<file path="src/rtl/cis_pkg.sv">
package cis_pkg;

   // ----------------------------------------------------------------
   // Register map (word indices; byte address is four times the index)
   // ----------------------------------------------------------------
   localparam int         NUM_SRC        = 8;
   localparam logic [7:0] IDX_ENABLE     = 8'h00;
   localparam logic [7:0] IDX_FLAGS      = 8'h01;
   localparam logic [7:0] IDX_STATE      = 8'h02;
   localparam logic [7:0] IDX_STACK_PTR  = 8'h03;
   localparam logic [7:0] IDX_STATUS     = 8'h3f;

   // ----------------------------------------------------------------
   // Field positions and reset values
   // ----------------------------------------------------------------
   localparam int         GIE_BIT        = 7;
   localparam logic [7:0] STATUS_RESET   = 8'h00;
   localparam logic [7:0] ENABLE_RESET   = 8'h00;
   localparam logic [7:0] SP_RESET       = 8'h9f;
   localparam logic [7:0] LEVEL_MASK     = 8'hc0;
   localparam logic [8:0] RESET_VECTOR   = 9'h000;

   // ----------------------------------------------------------------
   // Sequence lengths in core clock cycles, and return address size in bytes
   // ----------------------------------------------------------------
   localparam logic [3:0] ENTRY_CYCLES   = 4'h4;
   localparam logic [3:0] WAKE_EXTRA     = 4'h4;
   localparam logic [3:0] RETURN_CYCLES  = 4'h4;
   localparam logic [3:0] JUMP_CYCLES    = 4'h3;
   localparam logic [7:0] RET_ADDR_BYTES = 8'h02;

   typedef enum logic [1:0] {
      CIS_RUN,
      CIS_ENTRY,
      CIS_JUMP,
      CIS_RETURN
   } cis_state_e;

endpackage

</file>
<file path="src/rtl/cis_sequencer.sv">
// Design decisions made here: the register addresses and register access over APB.
`timescale 1ns/10ps
`default_nettype none

// Function
// - Accept request only with local and global enable.
// - Lowest vector wins; reset highest, then source zero.
// - Taking an interrupt clears global enable.
// - Software may set global enable inside handler.
// - Return from handler sets global enable.
// - Flag source vectored and its flag cleared.
// - Writing one clears a flag; zero leaves it.
// - Disabled flag events stay held until serviced.
// - Level sources request only while present, unlatched.
// - One instruction runs after return before servicing.
// - Status register never saved or restored automatically.
// - Global disable blocks even a simultaneous request.
// - Instruction after global enable runs before servicing.
// - Entry takes four cycles pushing program counter.
// - Multi-cycle instruction finishes before entry starts.
// - Wake from sleep adds four entry cycles.
// - Return takes four cycles, pops two bytes.
// - Vector jump takes three clock cycles.
// - Core clock is the undivided input clock.
// - Single cycle register operation writes back same cycle.
// - Entry push lowers stack pointer by two.
// - Global enable is status bit seven, resets zero.
module cis_sequencer
   import cis_pkg::*;
(
   input  wire  logic                pclk,
   input  wire  logic                presetn,
   input  wire  logic                psel,
   input  wire  logic                penable,
   input  wire  logic                pwrite,
   input  wire  logic [31:0]         paddr,
   input  wire  logic [31:0]         pwdata,
   output var   logic [31:0]         prdata,
   output var   logic                pready,
   output var   logic                pslverr,
   input  wire  logic [NUM_SRC-1:0]  irq_src,
   input  wire  logic                instr_boundary,
   input  wire  logic                instr_enable_all,
   input  wire  logic                instr_disable_all,
   input  wire  logic                instr_return,
   input  wire  logic                status_we,
   input  wire  logic [7:0]          status_wdata,
   input  wire  logic                core_sleeping,
   input  wire  logic [8:0]          pc_in,
   input  wire  logic [7:0]          stack_rdata,
   output var   logic                stack_we,
   output var   logic                stack_re,
   output var   logic [7:0]          stack_addr,
   output var   logic [7:0]          stack_wdata,
   output var   logic                pc_load,
   output var   logic [8:0]          pc_load_addr,
   output var   logic                core_stall,
   output var   logic                vector_jump,
   output var   logic                irq_taken,
   output var   logic [7:0]          status_flags_reg,
   output var   logic [7:0]          stack_ptr
);

   // ----------------------------------------------------------------
   // Helpers
   // ----------------------------------------------------------------
   // Lowest index wins, so the lowest vector address has priority.
   function automatic logic [3:0] prio_pick(input logic [NUM_SRC-1:0] req);
      logic [3:0] pick;
      pick = 4'hf;
      for (int i = NUM_SRC - 1; i >= 0; i--) begin
         if (req[i]) begin
            pick = 4'(i);
         end
      end
      return pick;
   endfunction

   function automatic logic [NUM_SRC-1:0] onehot(input logic [3:0] idx);
      logic [NUM_SRC-1:0] v;
      v = '0;
      if (idx < 4'(NUM_SRC)) begin
         v[idx[2:0]] = 1'b1;
      end
      return v;
   endfunction

   // Vector address of a source; the reset vector sits below all of them.
   function automatic logic [8:0] vector_of(input logic [3:0] idx);
      return {5'h0, idx} + 9'h001;
   endfunction

   // ----------------------------------------------------------------
   // State
   // ----------------------------------------------------------------
   // The whole sequencer runs on pclk, which is the core clock itself.
   cis_state_e          state;
   logic [3:0]          step;
   logic [3:0]          seq_len;
   // The winner is latched at the take, so a request that arrives during
   // entry cannot redirect the vector that is loaded.
   logic [3:0]          vec_idx;
   logic [8:0]          saved_pc;
   logic [7:0]          pop_hi;
   logic [NUM_SRC-1:0]  enable;
   logic [NUM_SRC-1:0]  flags;

   // ----------------------------------------------------------------
   // APB decode
   // ----------------------------------------------------------------
   wire logic       setup_ph  = psel & ~penable;
   wire logic       access_ph = psel & penable & pready;
   wire logic [7:0] widx      = paddr[9:2];
   wire logic       aligned   = (paddr[1:0] == 2'b00) && (paddr[31:10] == 22'h0);
   wire logic       hit_en    = aligned && (widx == IDX_ENABLE);
   wire logic       hit_fl    = aligned && (widx == IDX_FLAGS);
   wire logic       hit_st    = aligned && (widx == IDX_STATE);
   wire logic       hit_sp    = aligned && (widx == IDX_STACK_PTR);
   wire logic       hit_sr    = aligned && (widx == IDX_STATUS);
   wire logic       hit_any   = hit_en | hit_fl | hit_st | hit_sp | hit_sr;
   wire logic       wr_ok     = access_ph & pwrite & hit_any;
   wire logic       wr_en     = wr_ok & hit_en;
   wire logic       wr_fl     = wr_ok & hit_fl;
   wire logic       wr_sp     = wr_ok & hit_sp;
   wire logic       wr_sr     = wr_ok & hit_sr;

   wire logic [31:0] rd_mux =
      hit_en ? {24'h0, enable} :
      hit_fl ? {24'h0, flags | (irq_src & LEVEL_MASK)} :
      hit_st ? {16'h0, 4'h0, vec_idx, 2'b00, 2'(state), step} :
      hit_sp ? {24'h0, stack_ptr} :
      hit_sr ? {24'h0, status_flags_reg} :
               32'h0;

   // ----------------------------------------------------------------
   // Request gating and arbitration
   // ----------------------------------------------------------------
   wire logic [NUM_SRC-1:0] pending = flags | (irq_src & LEVEL_MASK);
   wire logic [NUM_SRC-1:0] armed   = pending & enable;
   wire logic               gie     = status_flags_reg[GIE_BIT];
   wire logic [3:0]         pick    = prio_pick(armed);
   wire logic               at_run  = (state == CIS_RUN);
   // A boundary only arrives once a multi-cycle instruction is complete.
   wire logic               can_take = at_run & instr_boundary & ~instr_return;
   // The registered enable lags by one boundary, so the instruction after
   // an enable always completes first; a disable in this cycle vetoes.
   wire logic               take = can_take & gie & (|armed) & ~instr_disable_all;
   wire logic               start_ret = at_run & instr_boundary & instr_return;
   wire logic               last_step = (step == seq_len - 4'h1);
   wire logic               entry_end = (state == CIS_ENTRY) & last_step;
   wire logic               ret_end   = (state == CIS_RETURN) & last_step;
   wire logic [3:0]         entry_len = core_sleeping ? ENTRY_CYCLES + WAKE_EXTRA
                                                      : ENTRY_CYCLES;

   // Hardware clear of a flag source on vectoring; set still wins.
   wire logic [NUM_SRC-1:0] hw_clr  = take ? (onehot(pick) & ~LEVEL_MASK) : '0;
   wire logic [NUM_SRC-1:0] sw_clr  = wr_fl ? pwdata[NUM_SRC-1:0] : '0;
   wire logic [NUM_SRC-1:0] next_flags =
      (flags & ~hw_clr & ~sw_clr) | (irq_src & ~LEVEL_MASK);

   // ----------------------------------------------------------------
   // Status register
   // ----------------------------------------------------------------
   // Only the enable bit is ever touched by sequencing; the other bits
   // keep whatever the pipeline or software last wrote, since the handler
   // is responsible for preserving them.
   wire logic [7:0] sr_wr_val = wr_sr     ? pwdata[7:0] :
                                status_we ? status_wdata :
                                            status_flags_reg;
   wire logic       next_gie  = take              ? 1'b0 :
                                ret_end           ? 1'b1 :
                                instr_disable_all ? 1'b0 :
                                instr_enable_all  ? 1'b1 :
                                                    sr_wr_val[GIE_BIT];
   wire logic [7:0] next_status =
      {next_gie, sr_wr_val[GIE_BIT-1:0]};

   // ----------------------------------------------------------------
   // Sequencer next state
   // ----------------------------------------------------------------
   cis_state_e next_state;
   logic [3:0] next_step;
   logic [3:0] next_len;
   always_comb begin
      next_state = state;
      next_step  = step + 4'h1;
      next_len   = seq_len;
      case (state)
         CIS_RUN: begin
            next_step = 4'h0;
            if (start_ret) begin
               next_state = CIS_RETURN;
               next_len   = RETURN_CYCLES;
            end else if (take) begin
               next_state = CIS_ENTRY;
               next_len   = entry_len;
            end
         end
         CIS_ENTRY: begin
            if (last_step) begin
               next_state = CIS_JUMP;
               next_step  = 4'h0;
               next_len   = JUMP_CYCLES;
            end
         end
         CIS_JUMP, CIS_RETURN: begin
            if (last_step) begin
               next_state = CIS_RUN;
               next_step  = 4'h0;
            end
         end
         default: begin
            next_state = CIS_RUN;
            next_step  = 4'h0;
         end
      endcase
   end

   // ----------------------------------------------------------------
   // Stack port
   // ----------------------------------------------------------------
   wire logic       in_entry   = (state == CIS_ENTRY);
   wire logic       in_ret     = (state == CIS_RETURN);
   wire logic       push_now   = in_entry & (step < 4'h2);
   wire logic       pop_now    = in_ret & (step < 4'h2);
   wire logic [7:0] push_addr  = stack_ptr - {7'h0, step[0]};
   wire logic [7:0] pop_addr   = stack_ptr + {6'h0, step[1:0]} + 8'h01;
   wire logic [7:0] push_data  = step[0] ? {7'h0, saved_pc[8]} : saved_pc[7:0];
   // Entry pushes low byte first, so return pops high byte first.
   wire logic [7:0] next_sp    =
      entry_end ? stack_ptr - RET_ADDR_BYTES :
      ret_end   ? stack_ptr + RET_ADDR_BYTES :
      wr_sp     ? pwdata[7:0] :
                  stack_ptr;
   // The low byte is taken straight off the stack bus in the last step,
   // the same cycle in which the return address is loaded.
   wire logic [8:0] ret_pc     = {pop_hi[0], stack_rdata};

   wire logic       next_pc_load = entry_end | ret_end;
   wire logic [8:0] next_pc_addr = entry_end ? vector_of(vec_idx) :
                                   ret_end   ? ret_pc :
                                               pc_load_addr;
   wire logic       next_stall   = (next_state != CIS_RUN);

   // ----------------------------------------------------------------
   // Registers
   // ----------------------------------------------------------------
   always_ff @(posedge pclk or negedge presetn) begin
      if (!presetn) begin
         state   <= CIS_RUN;
         step    <= 4'h0;
         seq_len <= 4'h1;
      end else begin
         state   <= next_state;
         step    <= next_step;
         seq_len <= next_len;
      end
   end

   always_ff @(posedge pclk or negedge presetn) begin
      if (!presetn) begin
         enable           <= ENABLE_RESET;
         flags            <= '0;
         status_flags_reg <= STATUS_RESET;
         stack_ptr        <= SP_RESET;
      end else begin
         enable           <= wr_en ? pwdata[NUM_SRC-1:0] : enable;
         flags            <= next_flags;
         status_flags_reg <= next_status;
         stack_ptr        <= next_sp;
      end
   end

   always_ff @(posedge pclk or negedge presetn) begin
      if (!presetn) begin
         vec_idx  <= 4'h0;
         saved_pc <= 9'h000;
      end else if (take) begin
         vec_idx  <= pick;
         saved_pc <= pc_in;
      end
   end

   // The stack answers one cycle after the registered read strobe, so the
   // high byte stands on the bus during step two and the low byte during
   // the last step. Holding the low byte in a register as well would make
   // it arrive one cycle after the program counter load that needs it.
   always_ff @(posedge pclk or negedge presetn) begin
      if (!presetn) begin
         pop_hi <= 8'h00;
      end else begin
         pop_hi <= (in_ret && step == 4'h2) ? stack_rdata : pop_hi;
      end
   end

   always_ff @(posedge pclk or negedge presetn) begin
      if (!presetn) begin
         stack_we    <= 1'b0;
         stack_re    <= 1'b0;
         stack_addr  <= SP_RESET;
         stack_wdata <= 8'h00;
      end else begin
         stack_we    <= push_now;
         stack_re    <= pop_now;
         stack_addr  <= push_now ? push_addr : pop_now ? pop_addr : stack_addr;
         stack_wdata <= push_now ? push_data : stack_wdata;
      end
   end

   // After reset the pipeline is pointed at the reset vector once.
   always_ff @(posedge pclk or negedge presetn) begin
      if (!presetn) begin
         pc_load      <= 1'b1;
         pc_load_addr <= RESET_VECTOR;
         core_stall   <= 1'b0;
         vector_jump  <= 1'b0;
         irq_taken    <= 1'b0;
      end else begin
         pc_load      <= next_pc_load;
         pc_load_addr <= next_pc_addr;
         core_stall   <= next_stall;
         vector_jump  <= (next_state == CIS_JUMP);
         irq_taken    <= take;
      end
   end

   // Zero-wait slave: ready comes in the access phase after every setup.
   always_ff @(posedge pclk or negedge presetn) begin
      if (!presetn) begin
         pready  <= 1'b0;
         pslverr <= 1'b0;
         prdata  <= 32'h0;
      end else begin
         pready  <= setup_ph;
         pslverr <= setup_ph & ~hit_any;
         prdata  <= (setup_ph && !pwrite) ? rd_mux : 32'h0;
      end
   end

endmodule

`default_nettype wire

</file>
<file path="config.mk">
export PLATFORM = sky130hd
export DESIGN_NAME = cis_sequencer
export DESIGN_NICKNAME = d
export VERILOG_FILES = /design/src/rtl/cis_pkg.sv /design/src/rtl/cis_sequencer.sv
export SDC_FILE = /design/constraint.sdc
export NUM_CORES = 1
export LEC_CHECK = 0
export ABC_AREA = 0
export BUFFER_PORTS_ARGS = -buffer_cell sky130_fd_sc_hd__buf_2
export CAP_MARGIN = 20
export CORE_UTILIZATION = 46
export CTS_CLUSTER_SIZE = 24
export DETAILED_ROUTE_END_ITERATION = 10
export PLACE_DENSITY = 0.77
export SYNTH_ARGS = -nofsm -noshare
export SYNTH_HDL_FRONTEND = slang
export SYNTH_SLANG_ARGS = --single-unit
</file>
<file path="constraint.sdc">
create_clock -name pclk -period 2.06 [get_ports pclk]
set_input_delay 0.412 -clock pclk [delete_from_list [all_inputs] [get_ports pclk]]
set_output_delay 0.412 -clock pclk [all_outputs]
set_load 0.01 [all_outputs]
</file>
==> results of run 1 <==
power by group through the flow:
stage | logic, mW | clock network, mW | registers [mW]
6_report | 3.27 | 1.67 | 2.81
5_1_grt | 3.60 | 1.78 | 2.87
4_1_cts | 3.02 | 1.70 | 2.78
3_5_place_dp | 2.95 | 0 | 2.82
3_3_place_gp | 2.84 | 0 | 2.80
2_1_floorplan | 1.88 | 0 | 2.83
timing repair:
item	4_1_cts	5_1_grt
hold endpoints to repair	0	0
setup buffers	1	1
pin swaps	3	9
gates resized for setup	3	27
endpoints found under the setup margin	12	21
worst max-delay path, cell delays in order (launching register included):
cell and delay, ns:
dfstp_2 0.54, inv_2 0.04, ha_4 0.23, xnor2_4 0.15, nor3_4 0.35, nand2_2 0.12
or3_4 0.41, o211ai_2 0.08, o21a_1 0.14
through the flow:
stage	TNS, ns	total power [mW]	cells
3_3_place_gp	-1.24	5.64	876
5_1_grt	-0.503	8.25	894
4_1_cts	0	7.50	893
6_report	-0.0554	7.74	894
2_1_floorplan	0	4.71	595
3_5_place_dp	-1.89	5.77	876
kinds of logic (layout without fill, tap and decap cells):
family,count (synthesis),after routing,share of synthesized area (%)
AOI/OAI and AO/OA,111,111,12.6
DFF,101,101,47.2
and+or+nand+nor,237,237,21.6
xor gates and xnor gates,20,20,3.66
other,1,20,0.0695
adders and majority gates,12,12,2.92
muxes,29,29,5.63
buffers and inverters,65,221,6.31
cells in the mapped netlist, types with 5 or more instances:
cell / n
a211oi_1: 5
a21oi_1: 34
a31o_1: 6
and2_1: 8
buf_2: 7
buf_4: 23
clkbuf_1: 15
dfrtp_1: 87
dfstp_2: 14
ha_1: 11
inv_1: 13
mux2_1: 7
mux2i_1: 18
nand2_1: 105
nand3_1: 18
nand4_1: 5
nor2_1: 43
nor3_1: 10
nor4_1: 7
o21ai_0: 32
o21ai_1: 5
xnor2_1: 14
how the worst max path moves through the flow:
stage | to | slack (ns) | startpoint | cells after the start
2_1_floorplan | stack_ptr[7] | 0.002 | stack_ptr[2] | 9
6_report | stack_ptr[3] | -0.05 | seq_len[0] | 8
3_5_place_dp | status_flags_reg[5] | -0.14 | paddr[27] | 7
4_1_cts | stack_ptr[0] | 0.008 | seq_len[0] | 7
5_1_grt | stack_ptr[3] | -0.1 | seq_len[0] | 8
3_3_place_gp | status_flags_reg[5] | -0.09 | paddr[20] | 7
area by class of cell:
class / count / area (sq um) / area share, %
clock buffers: 9 / 225 / 3.26
clock inverters: 7 / 62.6 / 0.906
inverters: 16 / 67.6 / 0.979
multi-input cells: 429 / 2700 / 39.2
flip-flops and latches: 101 / 2540 / 36.9
well taps: 143 / 179 / 2.59
repair buffers: 189 / 1120 / 16.2
routing by layer:
layer  track usage (%)  up-vias  part of all wire, %
li1                  -     2298                    -
met1              34.1     2351                   43
met2              42.2      211                   48
met3              4.53       20                  6.9
met4              9.87        0                  1.9
met5                 0        -                    0
==> results.toml, run 1 <==
[power]
netSwitchingPower_mw = 3.03
combPwrFrac_pct = 42.2
p_seq_share_pct = 36.3
pwr-share-clk_pct = 21.5
p_int_mw = 4.71
leakage_nw = 3.40
ir_worst_vdd_mv = 0.613
swShare_pct = 39.1
cellPowerDensity_mw_per_mm2 = 1120

[sta]
tightest_slew_ns = 0.527
timing.final.crit_share_pct = 102
fin_skew_ns = 0.00799
slew_viol_final = 0
hold_ws_ns = 0.0360
setup_slack_ns = -0.0471
grt_setup_unrepaired = "yes"
slew_headroom_pct = 64.9
fmax_mhz = 475
period_needed_ns = 2.11
setup_viol = 2
hold_viol_final = 0

[yosys]
ys_seq_area_share_pct = 47.2
syn-cell-area_sq_mm = 0.00540
synth_top_area_cell = "dfrtp_1"
synth_ff_type = "dfrtp_1"
postSynth.asyncResetShare_pct = 100
synth.area.top_cells = "dfrtp_1 (40%), nand2_1 (7.3%), dfstp_2 (6.8%)"
yosys_warnings = 0
netlist.area_leader.share_pct = 40.3
syn_avg_cell_area_sq_um = 9.37
synth_edf_count = 0
synth.distinct_cells = 72
postSynthCellCount = 576
yosys_register_bits = 101

[hold_path]
hold_class = "in2async"

[cts]
clk_path_buf_depth = 2
insertion_delay_ns = 0.36
cts_root_buffer = "clkbuf_16"
hold_buffers = 0
h-tree-depth = 3
cts_tree = "yes"
cts.reportedPaths.clkPinSlew_ns = 0.08
cts_buffers = 9
cts_sinks = 101

[die]
die_w_um = 110
start_util_pct = 47.3
die_h_um = 110
num_rows = 39
die_area_sq_mm = 0.0122
boundaryPins = 189
fp.coreArea_sq_mm = 0.0114

[layout]
fill_cells = 984
fin_nets = 866
antenna_cells = 0
drive_gt1_share_pct = 35.2
area_delta_synth_final_pct = 27.9
reg_top3 = "prdata (12), pc_load_addr (9), saved_pc (9)"
utilization_pct = 60.5
layout_common_cells = "buf_2 (143), nand2_1 (103), dfrtp_1 (87)"
layout_commonest_cell = "buf_2"
regMostFlops = "prdata"
stdcell_area_sq_mm = 0.00690
largest_reg_flops = 12

[worst_setup_path]
rr_endpoint = "stack_ptr[3]"
end_kind = "register"
start_kind = "register"
timing.rr.start = "seq_len[0]"
worst-r2r-setup-slack_ns = -0.05
reg2regPathDepth = 8
path_max_fanout = 4
required_ns = 2.36
crit_type = "reg2reg"
arrival_ns = 2.41

[detailed_routing]
vias = 4880
drc = 0
wirelength_um = 15100
wire_per_inst_um = 16.9
ant_nets = 0
viasPerCell = 5.46
dr.pass1.iters = 5
drtIter0Drc = 388

[place]
globalplace.congestion = 0.866
dp_hpwl_um = 11400
placed_cell_area_sq_mm = 0.00647
numPortBuffers = 144
dp_slack_ns = -0.140

[run_status]
violations = "setup timing"
status = "finished, violations left"

[global_route]
grt_max_degree = 39
grt_pass1_vias = 4769
antenna_found_initial = 0
grt_pass1_wl_um = 23500
grtUsageTotal_pct = 25.8
overflow = 0

[run]
cap_violations = 0
Note: power is estimated with default switching activity, not from simulation.
==> run 2: changes to the inputs <==
--- a/config.mk
+++ b/config.mk
@@ -12,6 +12,7 @@
 export CTS_CLUSTER_SIZE = 24
 export DETAILED_ROUTE_END_ITERATION = 10
 export PLACE_DENSITY = 0.77
+export REMOVE_ABC_BUFFERS = 1
 export SYNTH_ARGS = -nofsm -noshare
 export SYNTH_HDL_FRONTEND = slang
 export SYNTH_SLANG_ARGS = --single-unit
==> run 2 against run 1 <==
  * The run now ends clean
  * Worst setup slack better by 0.055 ns
  * Sequential share of layout area is 0.58 points higher
  * Combinational power down 6.7%
  * Non-clock buffer count unchanged
  * Die area stayed put
  * Design area shrank 1.6%
  * Routed wire length shrank 1.8%
  * Global-route usage shrank 0.061 points
  * Sequential cell count unchanged
  * Largest cell class unchanged
  * Largest power group unchanged
  * Highest routed layer unchanged
==> results.toml, run 2 (synthesis gave the netlist of run 1 again) <==
[detailed_routing]
wire_per_inst_um = 16.6
ant_nets = 0
vias = 4866
viasPerCell = 5.44
drc = 0
drtIter0Drc = 362
dr.pass1.iters = 5
wirelength_um = 14900

[layout]
layout_commonest_cell = "buf_2"
stdcell_area_sq_mm = 0.00680
largest_reg_flops = 12
utilization_pct = 59.5
fin_nets = 866
drive_gt1_share_pct = 33.4
fill_cells = 981
antenna_cells = 0
reg_top3 = "prdata (12), pc_load_addr (9), saved_pc (9)"
regMostFlops = "prdata"
area_delta_synth_final_pct = 25.9
layout_common_cells = "buf_2 (143), nand2_1 (104), dfrtp_1 (87)"

[run]
cap_violations = 0

[worst_setup_path]
arrival_ns = 2.34
required_ns = 2.35
reg2regPathDepth = 8
end_kind = "register"
path_max_fanout = 4
timing.rr.start = "seq_len[0]"
start_kind = "register"
rr_endpoint = "stack_ptr[3]"
worst-r2r-setup-slack_ns = 0.008
crit_type = "reg2reg"

[cts]
insertion_delay_ns = 0.35
cts_root_buffer = "clkbuf_16"
cts_tree = "yes"
cts.reportedPaths.clkPinSlew_ns = 0.07
h-tree-depth = 3
cts_sinks = 101
cts_buffers = 9
clk_path_buf_depth = 2

[sta]
setup_viol = 0
hold_ws_ns = 0.244
slew_viol_final = 0
slew_headroom_pct = 61.2
tightest_slew_ns = 0.576
timing.final.crit_share_pct = 99.6
finalSetupTns_ns = 0
period_needed_ns = 2.05
fin_skew_ns = 0.00855
hold_viol_final = 0
grt_setup_unrepaired = "yes"
fmax_mhz = 487

[die]
die_h_um = 110
start_util_pct = 47.3
die_w_um = 110
fp.coreArea_sq_mm = 0.0114
num_rows = 39
die_area_sq_mm = 0.0122
boundaryPins = 189

[global_route]
grtUsageTotal_pct = 25.8
grt_pass1_wl_um = 23600
antenna_found_initial = 0
grt_max_degree = 54
overflow = 0
grt_pass1_vias = 4741

[power]
swShare_pct = 37.4
p_int_mw = 4.77
cellPowerDensity_mw_per_mm2 = 1120
ir_worst_vdd_mv = 0.540
pwr-share-clk_pct = 23.2
leakage_nw = 3.39
p_seq_share_pct = 36.7
combPwrFrac_pct = 40.1
netSwitchingPower_mw = 2.85

[hold_path]
hold_depth = 3
holdCritStartpoint = "pc_in[1]"
hold_class = "in2reg"
hold_end = "saved_pc[1]"

[place]
globalplace.congestion = 0.927
placed_cell_area_sq_mm = 0.00642
numPortBuffers = 144
dp_hpwl_um = 11200

[run_status]
status = "completed"
## run 2: cell types whose count changed in the layout (fill, tap and decap cells not counted), moves of 2 or more
cell,delta
buf_6,-6
nand3_1,+2
inv_6,-3
inv_4,-2
clkbuf_8,+2
clkinv_2,+2
a21oi_2,-4
a21oi_1,+4
buf_4,+7
buf_12,-2
## run 2: final cells by class
cell class | count | area [sq um] | area share, %
timing repair buffer | 189 | 1080 | 15.8
sequential | 101 | 2540 | 37.4
clock buffer | 11 | 253 | 3.72
clock inverter | 5 | 57.6 | 0.847
inverter | 16 | 62.6 | 0.920
multi-input combinational | 429 | 2620 | 38.6
tap | 143 | 179 | 2.63
## run 2: worst max-delay path: stages, from the launching register on
cell      delay [ns]
dfstp_2         0.54
inv_2           0.04
ha_4            0.14
xor3_1          0.22
nor3_4          0.28
nand2_2         0.13
or3_4           0.42
o211ai_2        0.08
o21a_1          0.13
## run 2: power by group through the flow
stage               combinational, mW  clock [mW]  sequential, mW
floorplan                        1.50           0            3.02
global placement                 2.81           0            2.80
global route                     3.39        1.87            2.86
detailed placement               2.93           0            2.83
finish                           3.05        1.77            2.80
CTS                              2.99        1.79            2.80
## run 2: repair_timing
item,CTS,global route
pin swaps,3,2
buffers inserted,0,1
setup endpoints to repair,12,13
hold endpoints to repair,18,0
resized for setup,4,10
hold buffers,1,0
## run 2: worst max path at each step
stage	startpoint	to	slack, ns	cells past startpoint
after floorplan	seq_len[0]	stack_ptr[4]	-0.23	9
after global placement	paddr[27]	stack_ptr[6]	-0.08	7
after detailed placement	paddr[20]	stack_ptr[6]	-0.19	7
after CTS	seq_len[0]	stack_ptr[3]	0.01	8
after global routing	seq_len[0]	stack_ptr[3]	-0.05	8
final	seq_len[0]	stack_ptr[3]	0.008	8
## run 2: routing by layer
metal	GRT usage (%)	wire, um	up-vias
li1	-	-	2291
met1	32.2	6100	2364
met2	42.6	7400	175
met3	4.47	908	36
met4	13.5	443	0
met5	0	0	-
## run 2: stage by stage
step                setup slack (ns)  power, mW  std cells
finish                       0.00804       7.62        894
global route                 -0.0488       8.12        894
CTS                           0.0148       7.58        893
detailed placement            -0.185       5.76        876
global placement             -0.0844       5.61        876
floorplan                     -0.228       4.52        546
